**src/common/rrr_defines.vh**
```
`ifndef RRR_DEFINES_VH
`define RRR_DEFINES_VH

// ==========================================
// Register map
`define RRR_OFF_CTRL 8'h00
`define RRR_OFF_MODE 8'h04
`define RRR_OFF_NWIN 8'h08
`define RRR_OFF_STAT 8'h0c
`define RRR_WIN_SEL 2'b01
`define RRR_CTRL_START 0
`define RRR_MODE_REVX 6
`define RRR_MODE_REVY 7
`define RRR_MODE_SUB 1:0
`define RRR_RST_NWIN 3'h1
`define RRR_RST_YEND 11'h001
`define RRR_RST_XK 7'h01

// ==========================================
// Subsampling selections
`define RRR_SUB_NONE 2'b00
`define RRR_SUB_COLOR 2'b01
`define RRR_SUB_MONO 2'b10
`define RRR_SUB_RSVD 2'b11

// ==========================================
// Sync channel codes
`define RRR_SY_IDLE 10'h000
`define RRR_SY_FS 10'h059
`define RRR_SY_LS 10'h056
`define RRR_SY_FE 10'h05a
`define RRR_SY_LE 10'h055
`define RRR_SY_GBC 10'h0a9
`define RRR_SY_CRC 10'h0a6
`define RRR_SY_FPN 10'h13c
`define RRR_SY_D 10'h193

// ==========================================
// Geometry
`define RRR_COLS_SLOT 24
`define RRR_COLS_GRP 48
`define RRR_NSLOT 7'd54
`define RRR_NGRP 7'd27
`define RRR_ODD_LAST 23
`define RRR_COLOR_ODD 47
`define RRR_MONO_B 46

// ==========================================
// Sequencer states
`define RRR_ST_IDLE 3'd0
`define RRR_ST_LS 3'd1
`define RRR_ST_SLOT 3'd2
`define RRR_ST_CRC 3'd3
`define RRR_ST_LE 3'd4

`endif

```
**src/rtl/rrr_readout.v**
```verilog
`timescale 1ns/100ps
`include "rrr_defines.vh"

module rrr_readout #(
    parameter NWIN = 4,
    parameter NCH = 12,
    parameter CW = 11
) (
    input wire pclk, // Bus and pixel clock
    input wire presetn, // Async reset, low active
    input wire psel, // APB select
    input wire penable, // APB enable
    input wire pwrite, // APB direction
    input wire [7:0] paddr, // APB byte address
    input wire [31:0] pwdata, // APB write data
    output reg [31:0] prdata_q, // APB read data
    output reg pready_q, // APB ready
    output reg pslverr_q, // APB error
    output reg [NCH*CW-1:0] ch_col_q, // Column index per channel
    output reg ch_valid_q, // Channels carry pixels
    output reg [9:0] sync_q, // Sync channel word
    output reg [10:0] line_q, // Output line number
    output reg [10:0] row_addr_q, // Array row being read
    output reg busy_q // Frame in progress
);

    // ==========================================
    // Registers
    reg [10:0] ys_q [0:NWIN-1];
    reg [5:0] xs_q [0:NWIN-1];
    reg [10:0] ye_q [0:NWIN-1];
    reg [6:0] xk_q [0:NWIN-1];
    reg [7:0] sequencer_mode_word4_q;
    reg [2:0] nwin_q;
    reg start_q;
    reg [2:0] st_q;
    reg dummy_q;
    reg [1:0] win_q;
    reg [10:0] ln_q;
    reg [6:0] pos_q;
    reg half_q;
    integer i;

    wire acc = psel & penable & pready_q;
    wire wr = acc & pwrite;
    wire win_hit = (paddr[7:6] == `RRR_WIN_SEL) && ({1'b0, paddr[5:4]} < NWIN);
    wire [1:0] aw = paddr[5:4];
    wire revx = sequencer_mode_word4_q[`RRR_MODE_REVX];
    wire revy = sequencer_mode_word4_q[`RRR_MODE_REVY];
    wire [1:0] sub_cfg = sequencer_mode_word4_q[`RRR_MODE_SUB];
    // Reserved subsample code falls back to plain readout; mapping and slot count stay consistent
    wire [1:0] sub = (dummy_q || sub_cfg == `RRR_SUB_RSVD) ? `RRR_SUB_NONE : sub_cfg;

    // Plain registers decode on the full byte address
    wire wr_ctrl = wr && !win_hit && paddr == `RRR_OFF_CTRL;
    wire wr_mode = wr && !win_hit && paddr == `RRR_OFF_MODE;
    wire wr_nwin = wr && !win_hit && paddr == `RRR_OFF_NWIN;

    // ==========================================
    // APB decode
    reg [31:0] rd;
    reg err;
    always @* begin
        rd = 32'h0000_0000;
        err = 1'b0;
        if (win_hit) begin
            case (paddr[3:2])
                2'd0: rd = {21'h000000, ys_q[aw]};
                2'd1: rd = {26'h0000000, xs_q[aw]};
                2'd2: rd = {21'h000000, ye_q[aw]};
                default: rd = {25'h0000000, xk_q[aw]};
            endcase
        end else begin
            case (paddr)
                `RRR_OFF_CTRL: rd = 32'h0000_0000;
                `RRR_OFF_MODE: rd = {24'h000000, sequencer_mode_word4_q};
                `RRR_OFF_NWIN: rd = {29'h00000000, nwin_q};
                // Bit 2 is spare and reads zero
                `RRR_OFF_STAT: rd = {13'h0000, ln_q, win_q, st_q, 1'b0, dummy_q, busy_q};
                default: err = 1'b1;
            endcase
        end
    end

    always @(posedge pclk or negedge presetn) begin
        if (!presetn) begin
            pready_q <= 1'b0;
            prdata_q <= 32'h0000_0000;
            pslverr_q <= 1'b0;
            start_q <= 1'b0;
            sequencer_mode_word4_q <= 8'h00;
            nwin_q <= `RRR_RST_NWIN;
            for (i = 0; i < NWIN; i = i + 1) begin
                ys_q[i] <= 11'h000;
                xs_q[i] <= 6'h00;
                ye_q[i] <= `RRR_RST_YEND;
                xk_q[i] <= `RRR_RST_XK;
            end
        end else begin
            // No wait state: answer computed in setup, shown in the first access cycle
            pready_q <= psel & ~penable;
            prdata_q <= (psel & ~penable & ~pwrite) ? rd : 32'h0000_0000;
            pslverr_q <= psel & ~penable & err;
            // Start is a one-cycle pulse; the sequencer drops it unless idle
            start_q <= wr_ctrl && pwdata[`RRR_CTRL_START];
            if (wr_mode)
                sequencer_mode_word4_q <= pwdata[7:0];
            // A count of zero windows loads the reset count of one instead
            if (wr_nwin)
                nwin_q <= (pwdata[2:0] == 3'h0) ? `RRR_RST_NWIN : pwdata[2:0];
            if (wr && win_hit) begin
                case (paddr[3:2])
                    2'd0: ys_q[aw] <= pwdata[10:0];
                    2'd1: xs_q[aw] <= pwdata[5:0];
                    2'd2: ye_q[aw] <= pwdata[10:0];
                    default: xk_q[aw] <= pwdata[6:0];
                endcase
            end
        end
    end

    // ==========================================
    // Row geometry of the active window
    reg [6:0] nu, xsu, kern, last_in, cnt, len, unit;
    reg incl;
    reg [10:0] nlines;
    always @* begin
        nu = (sub == `RRR_SUB_NONE) ? `RRR_NSLOT : `RRR_NGRP;
        xsu = (sub == `RRR_SUB_NONE) ? {1'b0, xs_q[win_q]} : {2'b00, xs_q[win_q][5:1]};
        kern = (xk_q[win_q] == 7'h00) ? 7'h01 : xk_q[win_q];
        if (dummy_q) begin
            xsu = 7'h00;
            kern = nu;
        end
        // Windows running past the last slot are clipped there
        if (xsu >= nu)
            xsu = nu - 7'h01;
        last_in = (xsu + kern > nu) ? nu - 7'h01 : xsu + kern - 7'h01;
        cnt = last_in - xsu + 7'h01;
        incl = (last_in == nu - 7'h01);
        // Reference slot appended only when outside the window
        len = cnt + {6'h00, ~incl};
        // Reverse X: the reference slot leads, then the window backwards
        if (revx && !dummy_q) begin
            if (!incl && pos_q == 7'h00)
                unit = nu - 7'h01;
            else
                unit = last_in - (pos_q - {6'h00, ~incl});
        end else begin
            unit = (pos_q == cnt) ? nu - 7'h01 : xsu + pos_q;
        end
        nlines = ye_q[win_q] - ys_q[win_q] + 11'h001;
    end

    // ==========================================
    // Column remap for one half slot
    reg [NCH*CW-1:0] cols;
    // Integer arithmetic keeps the formulas plain; only CW bits reach the port
    integer c, base, col;
    always @* begin
        cols = {NCH*CW{1'b0}};
        base = 0;
        col = 0;
        for (c = 0; c < NCH; c = c + 1) begin
            case (sub)
                `RRR_SUB_COLOR: begin
                    base = unit * `RRR_COLS_GRP;
                    if (c % 2 == 0)
                        col = base + 2 * c + half_q;
                    else
                        col = base + `RRR_COLOR_ODD - 2 * c - half_q;
                end
                `RRR_SUB_MONO: begin
                    base = unit * `RRR_COLS_GRP;
                    col = half_q ? base + `RRR_MONO_B - 2 * c : base + 2 * c;
                end
                default: begin
                    base = unit * `RRR_COLS_SLOT;
                    if (unit[0] == 1'b0)
                        col = base + 2 * c + half_q;
                    else
                        col = base + `RRR_ODD_LAST - 2 * c - half_q;
                end
            endcase
            cols[c*CW +: CW] = col[CW-1:0];
        end
    end

    // ==========================================
    // Sequencer
    wire last_line = (ln_q == nlines - 11'h001);
    wire last_win = ({1'b0, win_q} == nwin_q - 3'h1) || ({1'b0, win_q} == NWIN - 1);
    wire first_line = (ln_q == 11'h000);
    reg [9:0] slot_sync;
    always @* begin
        if (dummy_q)
            slot_sync = `RRR_SY_FPN;
        else if (unit == nu - 7'h01 && !incl)
            slot_sync = `RRR_SY_GBC;
        else
            slot_sync = `RRR_SY_D;
    end

    always @(posedge pclk or negedge presetn) begin
        if (!presetn) begin
            st_q <= `RRR_ST_IDLE;
            dummy_q <= 1'b0;
            win_q <= 2'd0;
            ln_q <= 11'h000;
            pos_q <= 7'h00;
            half_q <= 1'b0;
            busy_q <= 1'b0;
            ch_col_q <= {NCH*CW{1'b0}};
            ch_valid_q <= 1'b0;
            sync_q <= `RRR_SY_IDLE;
            line_q <= 11'h000;
            row_addr_q <= 11'h000;
        end else begin
            ch_valid_q <= 1'b0;
            ch_col_q <= {NCH*CW{1'b0}};
            case (st_q)
                `RRR_ST_IDLE: begin
                    sync_q <= `RRR_SY_IDLE;
                    busy_q <= start_q;
                    if (start_q) begin
                        dummy_q <= 1'b1;
                        win_q <= 2'd0;
                        ln_q <= 11'h000;
                        st_q <= `RRR_ST_LS;
                    end
                end
                `RRR_ST_LS: begin
                    sync_q <= (!dummy_q && first_line) ? `RRR_SY_FS : `RRR_SY_LS;
                    line_q <= ln_q;
                    // Reverse Y walks down from y_end so line numbers still rise
                    if (dummy_q)
                        row_addr_q <= 11'h000;
                    else
                        row_addr_q <= revy ? ye_q[win_q] - ln_q : ys_q[win_q] + ln_q;
                    pos_q <= 7'h00;
                    half_q <= 1'b0;
                    st_q <= `RRR_ST_SLOT;
                end
                `RRR_ST_SLOT: begin
                    sync_q <= slot_sync;
                    ch_col_q <= cols;
                    ch_valid_q <= 1'b1;
                    half_q <= ~half_q;
                    if (half_q) begin
                        pos_q <= pos_q + 7'h01;
                        if (pos_q == len - 7'h01)
                            st_q <= `RRR_ST_CRC;
                    end
                end
                `RRR_ST_CRC: begin
                    sync_q <= `RRR_SY_CRC;
                    st_q <= `RRR_ST_LE;
                end
                `RRR_ST_LE: begin
                    st_q <= `RRR_ST_LS;
                    // The dummy line never closes a frame: FS and FE belong to windows
                    sync_q <= (!dummy_q && last_line) ? `RRR_SY_FE : `RRR_SY_LE;
                    if (dummy_q) begin
                        dummy_q <= 1'b0;
                        ln_q <= 11'h000;
                    end else if (!last_line) begin
                        ln_q <= ln_q + 11'h001;
                    end else if (last_win) begin
                        st_q <= `RRR_ST_IDLE;
                        busy_q <= 1'b0;
                    end else begin
                        win_q <= win_q + 2'd1;
                        ln_q <= 11'h000;
                    end
                end
                default: st_q <= `RRR_ST_IDLE;
            endcase
        end
    end

endmodule

```
**config.mk**
```make
export PLATFORM = sky130hd
export DESIGN_NAME = rrr_readout
export DESIGN_NICKNAME = d
export VERILOG_FILES = /design/src/rtl/rrr_readout.v
export VERILOG_INCLUDE_DIRS = /design/src /design/src/common
export SDC_FILE = /design/constraint.sdc
export NUM_CORES = 1
export LEC_CHECK = 0
export BUFFER_PORTS_ARGS = -buffer_cell sky130_fd_sc_hd__buf_2
export CORE_MARGIN = 1.5
export CORE_UTILIZATION = 59
export CTS_CLUSTER_DIAMETER = 30
export DETAILED_ROUTE_END_ITERATION = 8
export PLACE_DENSITY = 0.81
export SLEW_MARGIN = 0
export SYNTH_ARGS = -nofsm -noshare
export SYNTH_HDL_FRONTEND = slang
export SYNTH_SLANG_ARGS = --single-unit
```
**constraint.sdc**
```tcl
create_clock -name pclk -period 15.7 [get_ports pclk]
set_input_delay 0.785 -clock pclk [delete_from_list [all_inputs] [get_ports pclk]]
set_output_delay 0.785 -clock pclk [all_outputs]
set_load 0.005 [all_outputs]
```
Yosys cells after proc, flatten, opt, wreduce, memory -nomap -nowiden --
Cells that the tools add are included.
Operators by class: $add $sub $neg 113, multipliers 2, magnitude comparators 5, equal/unequal tests 28, muxes and demuxes 123, bitwise operators 13, reductions and logical operators 40
Operators by type and width (count):
- 11-bit 2-to-1 mux | 39
- 11-bit one-hot mux with 2 select lines | 13
- 11-bit by 1-bit adder with 11-bit output | 18
- 11-bit by 1-bit subtractor with 11-bit output | 16
- 132-bit 2-to-1 mux | 1
- 11-bit by 5-bit adder with 11-bit output, second input constant | 11
- 11-bit by 4-bit adder with 11-bit output, second input constant | 10
- 11-bit by 4-bit subtractor with 11-bit output, second input constant | 10
- 11-bit by 5-bit subtractor with 11-bit output, second input constant | 10
- 7-bit 2-to-1 mux | 13
- 11-bit binary-select mux with 2-bit select | 4
- 44-bit bitwise mux | 2
- 32-bit 2-to-1 mux | 2
- 19-bit one-hot mux with 3 select lines | 1
- 11-bit by 3-bit adder with 11-bit output, second input constant | 5
- 11-bit by 3-bit subtractor with 11-bit output, second input constant | 5
- 10-bit one-hot mux with 5 select lines | 1
- 6-bit 2-to-1 mux | 8
- 11-bit one-hot mux with 3 select lines | 1
- 11-bit by 2-bit subtractor with 11-bit output, second input constant | 3
- 7-bit binary-select mux with 2-bit select | 2
- 28-bit bitwise mux | 1
- 7-bit equality test | 4
- 6-bit binary-select mux with 2-bit select | 2
- 65 further kinds | 142
Storage, ports and cells: bits in registers 377, bits of input ports 45, output and inout bits 200, word-level logic and storage cells 358

Longest topological paths before layout --
word-level depth 24, mapped depth 59, gate-level depth less buffers 53

Least setup slack after synthesis --
No wires, ideal clock.
kind flip-flop to flip-flop, start register win_q[0], end register ch_col_q[21], arrival 11.916 ns, setup slack 3.637 ns, cell stages (with the launch flop) 52, path buffers 6, period minus slack after synthesis 12.063 ns, cell sequence dfrtp_1 -> buf_2 -> buf_1 -> clkbuf_1 -> mux4_2 -> mux2i_1 -> nor2_1 -> ha_1 -> o21ai_0 -> o21bai_1 -> a21oi_1 -> o21bai_1 -> o21ai_0 -> ha_1 -> a211o_1 -> and4_4 -> nor3_4 -> inv_2 -> [16 not listed] -> o311ai_2 -> nand3_1 -> o211ai_1 -> o221a_2 -> buf_2 -> buf_2 -> ha_1 -> fa_1 -> ha_1 -> clkbuf_1 -> and3_1 -> xnor2_1 -> clkinv_1 -> nor4_1 -> xnor2_1 -> nand2_1 -> xnor2_1 -> a221oi_1
On the way: longest elaborated chain between the ends 24, elaborated cells on any way between the ends 48, classes of those cells add/sub: 18; mul: 2; order compare: 2; eq/ne: 2; mux: 19; bitwise: 2; reduce/logical: 3
Ends and longest elaborated chain:
- start, declared | line rrr_readout.v:38 | reg [1:0] win_q;
- start signal, assigned | line rrr_readout.v:272 | win_q <= win_q + 2'd1;
- 2-bit inverter with 3-bit output (not written as such) (*) | line rrr_readout.v:129, rrr_readout.v:130
- 6-bit binary-select mux with 2-bit select | line rrr_readout.v:129 | xsu = (sub == `RRR_SUB_NONE) ? {1'b0, xs_q[win_q]} : {2'b00, xs_q[win_q][5:1]};
- 6-bit 2-to-1 mux (not written as such) (2 in a row) | line rrr_readout.v:129
- 6-bit 2-to-1 mux | line rrr_readout.v:129
- 6-bit 2-to-1 mux | line rrr_readout.v:131 | if (dummy_q) begin
- 7-bit by 6-bit >= comparator with 1-bit output | line rrr_readout.v:136 | if (xsu >= nu)
- 7-bit 2-to-1 mux | line rrr_readout.v:136
- 7-bit adder | line rrr_readout.v:138 | last_in = (xsu + kern > nu) ? nu - 7'h01 : xsu + kern - 7'h01;
- [7 not listed]
- 7-bit 2-to-1 mux (*) | line rrr_readout.v:144 | if (revx && !dummy_q) begin
- 7-bit by 2-bit multiplier with 8-bit output (no line)
- 11-bit by 5-bit adder with 11-bit output (no line)
- 11-bit by 2-bit subtractor with 11-bit output | line rrr_readout.v:182 | col = base + `RRR_ODD_LAST - 2 * c - half_q;
- 11-bit by 1-bit subtractor with 11-bit output | line rrr_readout.v:182
- 11-bit 2-to-1 mux | line rrr_readout.v:179 | if (unit[0] == 1'b0)
- 11-bit one-hot mux with 2 select lines (*) | line rrr_readout.v:165 | case (sub)
- 132-bit 2-to-1 mux (*) | line rrr_readout.v:221 | case (st_q)
- end signal, assigned | line rrr_readout.v:213 | ch_col_q <= {NCH*CW{1'b0}};
- end signal, assigned | line rrr_readout.v:220 | ch_col_q <= {NCH*CW{1'b0}};
- end signal, assigned | line rrr_readout.v:246 | ch_col_q <= cols;
- end, declared | line rrr_readout.v:19 | output reg [NCH*CW-1:0] ch_col_q,
Mark *: on every way between the ends. The rest lies on a longest branch, timed or not. The select of a mux whose other input is x is not followed. A chain may end at the register's enable or synchronous reset.

Worst setup path in the final report --
start register dummy_q, end register ch_col_q[43]
On the way: longest elaborated chain between the ends 23, elaborated cells on any way between the ends 48, classes of those cells add/sub: 19; mul: 2; order compare: 2; eq/ne: 4; mux: 14; bitwise: 1; reduce/logical: 6
Ends and longest elaborated chain:
- start, declared | line rrr_readout.v:37 | reg dummy_q;
- start signal, assigned | line rrr_readout.v:207 | dummy_q <= 1'b0;
- start signal, assigned | line rrr_readout.v:226 | dummy_q <= 1'b1;
- start signal, assigned | line rrr_readout.v:264 | dummy_q <= 1'b0;
- 1-bit logical OR (no line)
- 2-bit 2-to-1 mux | line rrr_readout.v:52 | wire [1:0] sub = (dummy_q || sub_cfg == `RRR_SUB_RSVD) ? `RRR_SUB_NONE : sub_cfg;
- 2-bit logical NOT (no line)
- 6-bit 2-to-1 mux | line rrr_readout.v:129
- 6-bit 2-to-1 mux | line rrr_readout.v:131
- 7-bit by 6-bit >= comparator with 1-bit output | line rrr_readout.v:136
- 7-bit 2-to-1 mux | line rrr_readout.v:136
- 7-bit adder | line rrr_readout.v:138
- [7 not listed]
- 7-bit 2-to-1 mux | line rrr_readout.v:144
- 7-bit by 2-bit multiplier with 8-bit output (no line)
- 11-bit by 5-bit adder with 11-bit output (no line)
- 11-bit by 3-bit subtractor with 11-bit output | line rrr_readout.v:182
- 11-bit by 1-bit subtractor with 11-bit output | line rrr_readout.v:182
- 11-bit 2-to-1 mux | line rrr_readout.v:179
- 11-bit one-hot mux with 2 select lines (*) | line rrr_readout.v:165
- 132-bit 2-to-1 mux (*) | line rrr_readout.v:221
Mark *: on every way between the ends. The rest lies on a longest branch, timed or not.

==> metrics.cfg <==
[status]
run_status = finished, final reports clean

[yosys]
synth_top_cells_by_count = sky130_fd_sc_hd__dfrtp_1, sky130_fd_sc_hd__mux2_2, sky130_fd_sc_hd__nand2_1, sky130_fd_sc_hd__nor2_1, sky130_fd_sc_hd__ha_1
synth_edf_count = 0
syn-mean-instance-area_um2 = 10.6
syn-instance-count = 1788
synth_largest_area_cell = sky130_fd_sc_hd__dfrtp_1
ys_ff_latch = 289
most_repeated_cell_in_the_gate_level_netlist_after_synthesis = sky130_fd_sc_hd__dfrtp_1
synth.area.top_cells = sky130_fd_sc_hd__dfrtp_1, sky130_fd_sc_hd__mux2_2, sky130_fd_sc_hd__mux4_2, sky130_fd_sc_hd__ha_1, sky130_fd_sc_hd__xnor2_1
synth.lib_cells_used.distinct = 90
ys_dominant_reg_cell = sky130_fd_sc_hd__dfrtp_1
post-synth-top-area-fraction_pct = 37.1
ys.warnings.count = 0
synth_sequential_area_ratio_pct = 38.3
netlist_area_mm2 = 0.0189
synth_async_sr_flop_share_pct = 100

[placed_design]
post_dp_cell_area_mm2 = 0.0196
buffer_ports.inserted = 209
dp_hpwl_mm = 34.2
post-place-ws_ns = 2.07
post-place-cells = 2247
gp_congestion = 0.944

[setup_path]
data_arrival_time_of_the_critical_path_ns = 14.36
timing.critical_path.from_type = register
criticalPathCategory = reg2reg
timing.critical_path.mode_cell = sky130_fd_sc_hd__ha_1
worstPathMaxFanout = 23
max_incr_delay_on_cp_ns = 0.73
end_kind = register
critical_path_required_ns = 16.14
crit_slowest_cell = sky130_fd_sc_hd__o21ai_0

[die]
placeableCoreArea_mm2 = 0.0316
die_height_um = 182
ports = 245
die_w_um = 182
initial_util_pct = 59.9
design.die.area_mm2 = 0.0331
rows = 65

[drt]
post_drt_wl_per_cell_um = 21.5
wl_mm = 50.9
drt_iter0_markers = 1205
drt.antenna.violating_nets = 0
route.detailed.vias_per_inst = 6.27
route.vias.total = 14800
dr_drc_count = 0
drtPass1Iterations = 5

[sta]
hold_violations = 0
setup_tns_ns = 0
rsz0062_at_grt = no
fin_ws_ns = 1.77
transition_time_at_the_pin_with_the_least_slew_margin_ns = 1.37
final.min_clock_period_ns = 13.93
timing.clock.skew_ns = 0.0522
timing.final.setup_violations = 0
achievable-frequency_mhz = 71.8
slew_headroom_pct = 8.09
finalMaxSlewViolations = 0
fin_crit_sh_pct = 88.7

[cts]
cts_tree = built
cts_root_buf = sky130_fd_sc_hd__clkbuf_16
post_cts.repair.setup_buffers = 0
clock_latency_ns = 0.61
tritoncts_num_sinks = 289
cts-buffers-inserted = 60
ctsResizeCount = 0
clkSlewWorstSetupHoldPaths_ns = 0.05
cts_buffer_depth = 3
ctsHoldBuffers = 0
cts_htree_levels = 2

[worst_hold_path]
hold_path.class = in2async

[pwr]
power.static_leakage_nw = 10.5
power_per_cell_area_mw_per_mm2 = 106
ir_drop_mv = 0.134

[global_routing]
globalRoute.totalOverflow = 0
total_routing_usage_reported_by_global_routing_pct = 30.9
grt_pass1_vias = 14800
antenna_violations_before_repair = 1
grt_pass1_wl_mm = 80.4
pin_count_of_the_biggest_net_entering_global_routing = 75

[layout]
layout.cell_area.non_filler_mm2 = 0.0217
post_layout_net_count = 2056
layout-drive-gt1-share_pct = 30.4
fillCellCount = 2235
final_cell_count_without_fillers = 2363
final_core_utilization_pct = 68.9
area_growth_syn_to_layout_pct = 15.0

[flow_run]
cap_viol_max_count = 0

## per-layer routing
| layer | wire length (um) | track usage [%] |
|---|---|---|
| met5 | 0 | 0 |
| met4 | 2160 | 14.2 |
| met3 | 3810 | 5.48 |
| met2 | 24800 | 51.8 |
| met1 | 20100 | 39.2 |
## worst paths after layout
path / startpoint / endpoint / slack (ns) / cells past startpoint
worst max-delay path: dummy_q$_DFFE_PN0P_ / ch_col_q[43]$_DFF_PN0_ / 1.77 / 50
worst min-delay path: presetn / ye_q[20]$_DFFE_PN0P_ / 0.13 / 1
worst max register to register: dummy_q$_DFFE_PN0P_ / ch_col_q[43]$_DFF_PN0_ / 1.77 / 50
worst min register to register: line_q[4]$_DFFE_PN0P_ / line_q[4]$_DFFE_PN0P_ / 0.48 / 2
max in group asynchronous: presetn / xs_q[18]$_DFFE_PN0P_ / 14.14 / 2
min in group pclk: penable / pready_q$_DFF_PN0_ / 0.39 / 2
## registers in the layout, indices dropped and copies added (netlist names)
| signal | flops |
|---|---|
| ye_q | 44 |
| line_q | 11 |
| start_q | 1 |
| busy_q | 1 |
| half_q | 1 |
| sync_q | 9 |
| prdata_q | 19 |
| pslverr_q | 1 |
| xs_q | 24 |
| ch_col_q | 58 |
| pos_q | 7 |
| xk_q | 28 |
| row_addr_q | 11 |
| pready_q | 1 |
| ch_valid_q | 1 |
| dummy_q | 1 |
| sequencer_mode_word4_q | 8 |
| st_q | 3 |
| nwin_q | 3 |
| win_q | 2 |
| ys_q | 44 |
| ln_q | 11 |
## per-stage QoR
step | hold WS [ns] | power [W]
after floorplan | 0.470 | 0.000949
after global placement | 0.457 | 0.00100
after detailed placement | 0.469 | 0.00101
after CTS | 0.163 | 0.00231
after global routing | 0.187 | 0.00238
final | 0.131 | 0.00231
## cell type report
class / count / area [um^2] / share of cell area [%]
Multi-Input combinational cell: 1231 / 10300 / 47.5
Sequential cell: 289 / 7240 / 33.3
Clock buffer: 79 / 1650 / 7.60
Timing Repair Buffer: 226 / 1180 / 5.44
Tap cell: 402 / 503 / 2.31
Clock inverter: 35 / 468 / 2.15
Inverter: 99 / 372 / 1.71
Antenna cell: 2 / 5.00 / 0.0230
## cells by family (layout without fill, tap and decap cells)
group | after synthesis | count (layout) | synth area share (%)
other | 1 | 16 | 0.0198
multiplexers | 244 | 244 | 19.0
AO/OA/AOI/OAI | 329 | 329 | 11.6
adder cells (fa/ha/maj) | 104 | 104 | 7.20
flip-flops | 289 | 289 | 38.3
AND/OR/NAND/NOR | 417 | 417 | 10.6
buffers and inverters | 281 | 439 | 7.36
XOR/XNOR | 123 | 123 | 6.02
## cells in the final DEF (no fill, tap or decap), types with 14 or more instances in the layout
master                        n
sky130_fd_sc_hd__xor2_1      33
sky130_fd_sc_hd__mux2_2     153
sky130_fd_sc_hd__buf_2      208
sky130_fd_sc_hd__mux4_2      76
sky130_fd_sc_hd__nor3_1      27
sky130_fd_sc_hd__xnor2_1     85
sky130_fd_sc_hd__nor4_1      18
sky130_fd_sc_hd__mux2i_1     15
sky130_fd_sc_hd__conb_1      14
sky130_fd_sc_hd__clkbuf_16   60
sky130_fd_sc_hd__nand2b_1    19
sky130_fd_sc_hd__nand2_1    130
sky130_fd_sc_hd__dfrtp_1    279
sky130_fd_sc_hd__nor2b_1     16
sky130_fd_sc_hd__nand3_1     26
sky130_fd_sc_hd__a21oi_1     80
sky130_fd_sc_hd__a21o_1      22
sky130_fd_sc_hd__buf_4       17
sky130_fd_sc_hd__ha_1        96
sky130_fd_sc_hd__inv_1       93
sky130_fd_sc_hd__o21ai_0     82
sky130_fd_sc_hd__nor2_1     113
## report_power, final
group	internal (W)	switching, W
clock	0.000872	0.000425
sequential	0.000753	0.00000692
combinational	0.0000974	0.000151
total	0.00172	0.000583
## critical path, delay by kind of cell, from the launching register on
family          cells  cell delay, ns
buf+inv             8            1.94
flops               1            0.32
simple gates       11            2.69
mux                 1            0.39
fa+ha+maj          10            3.61
xor+xnor            4            1.02
compound gates     16            3.83
(Power assumes the default switching activity.)
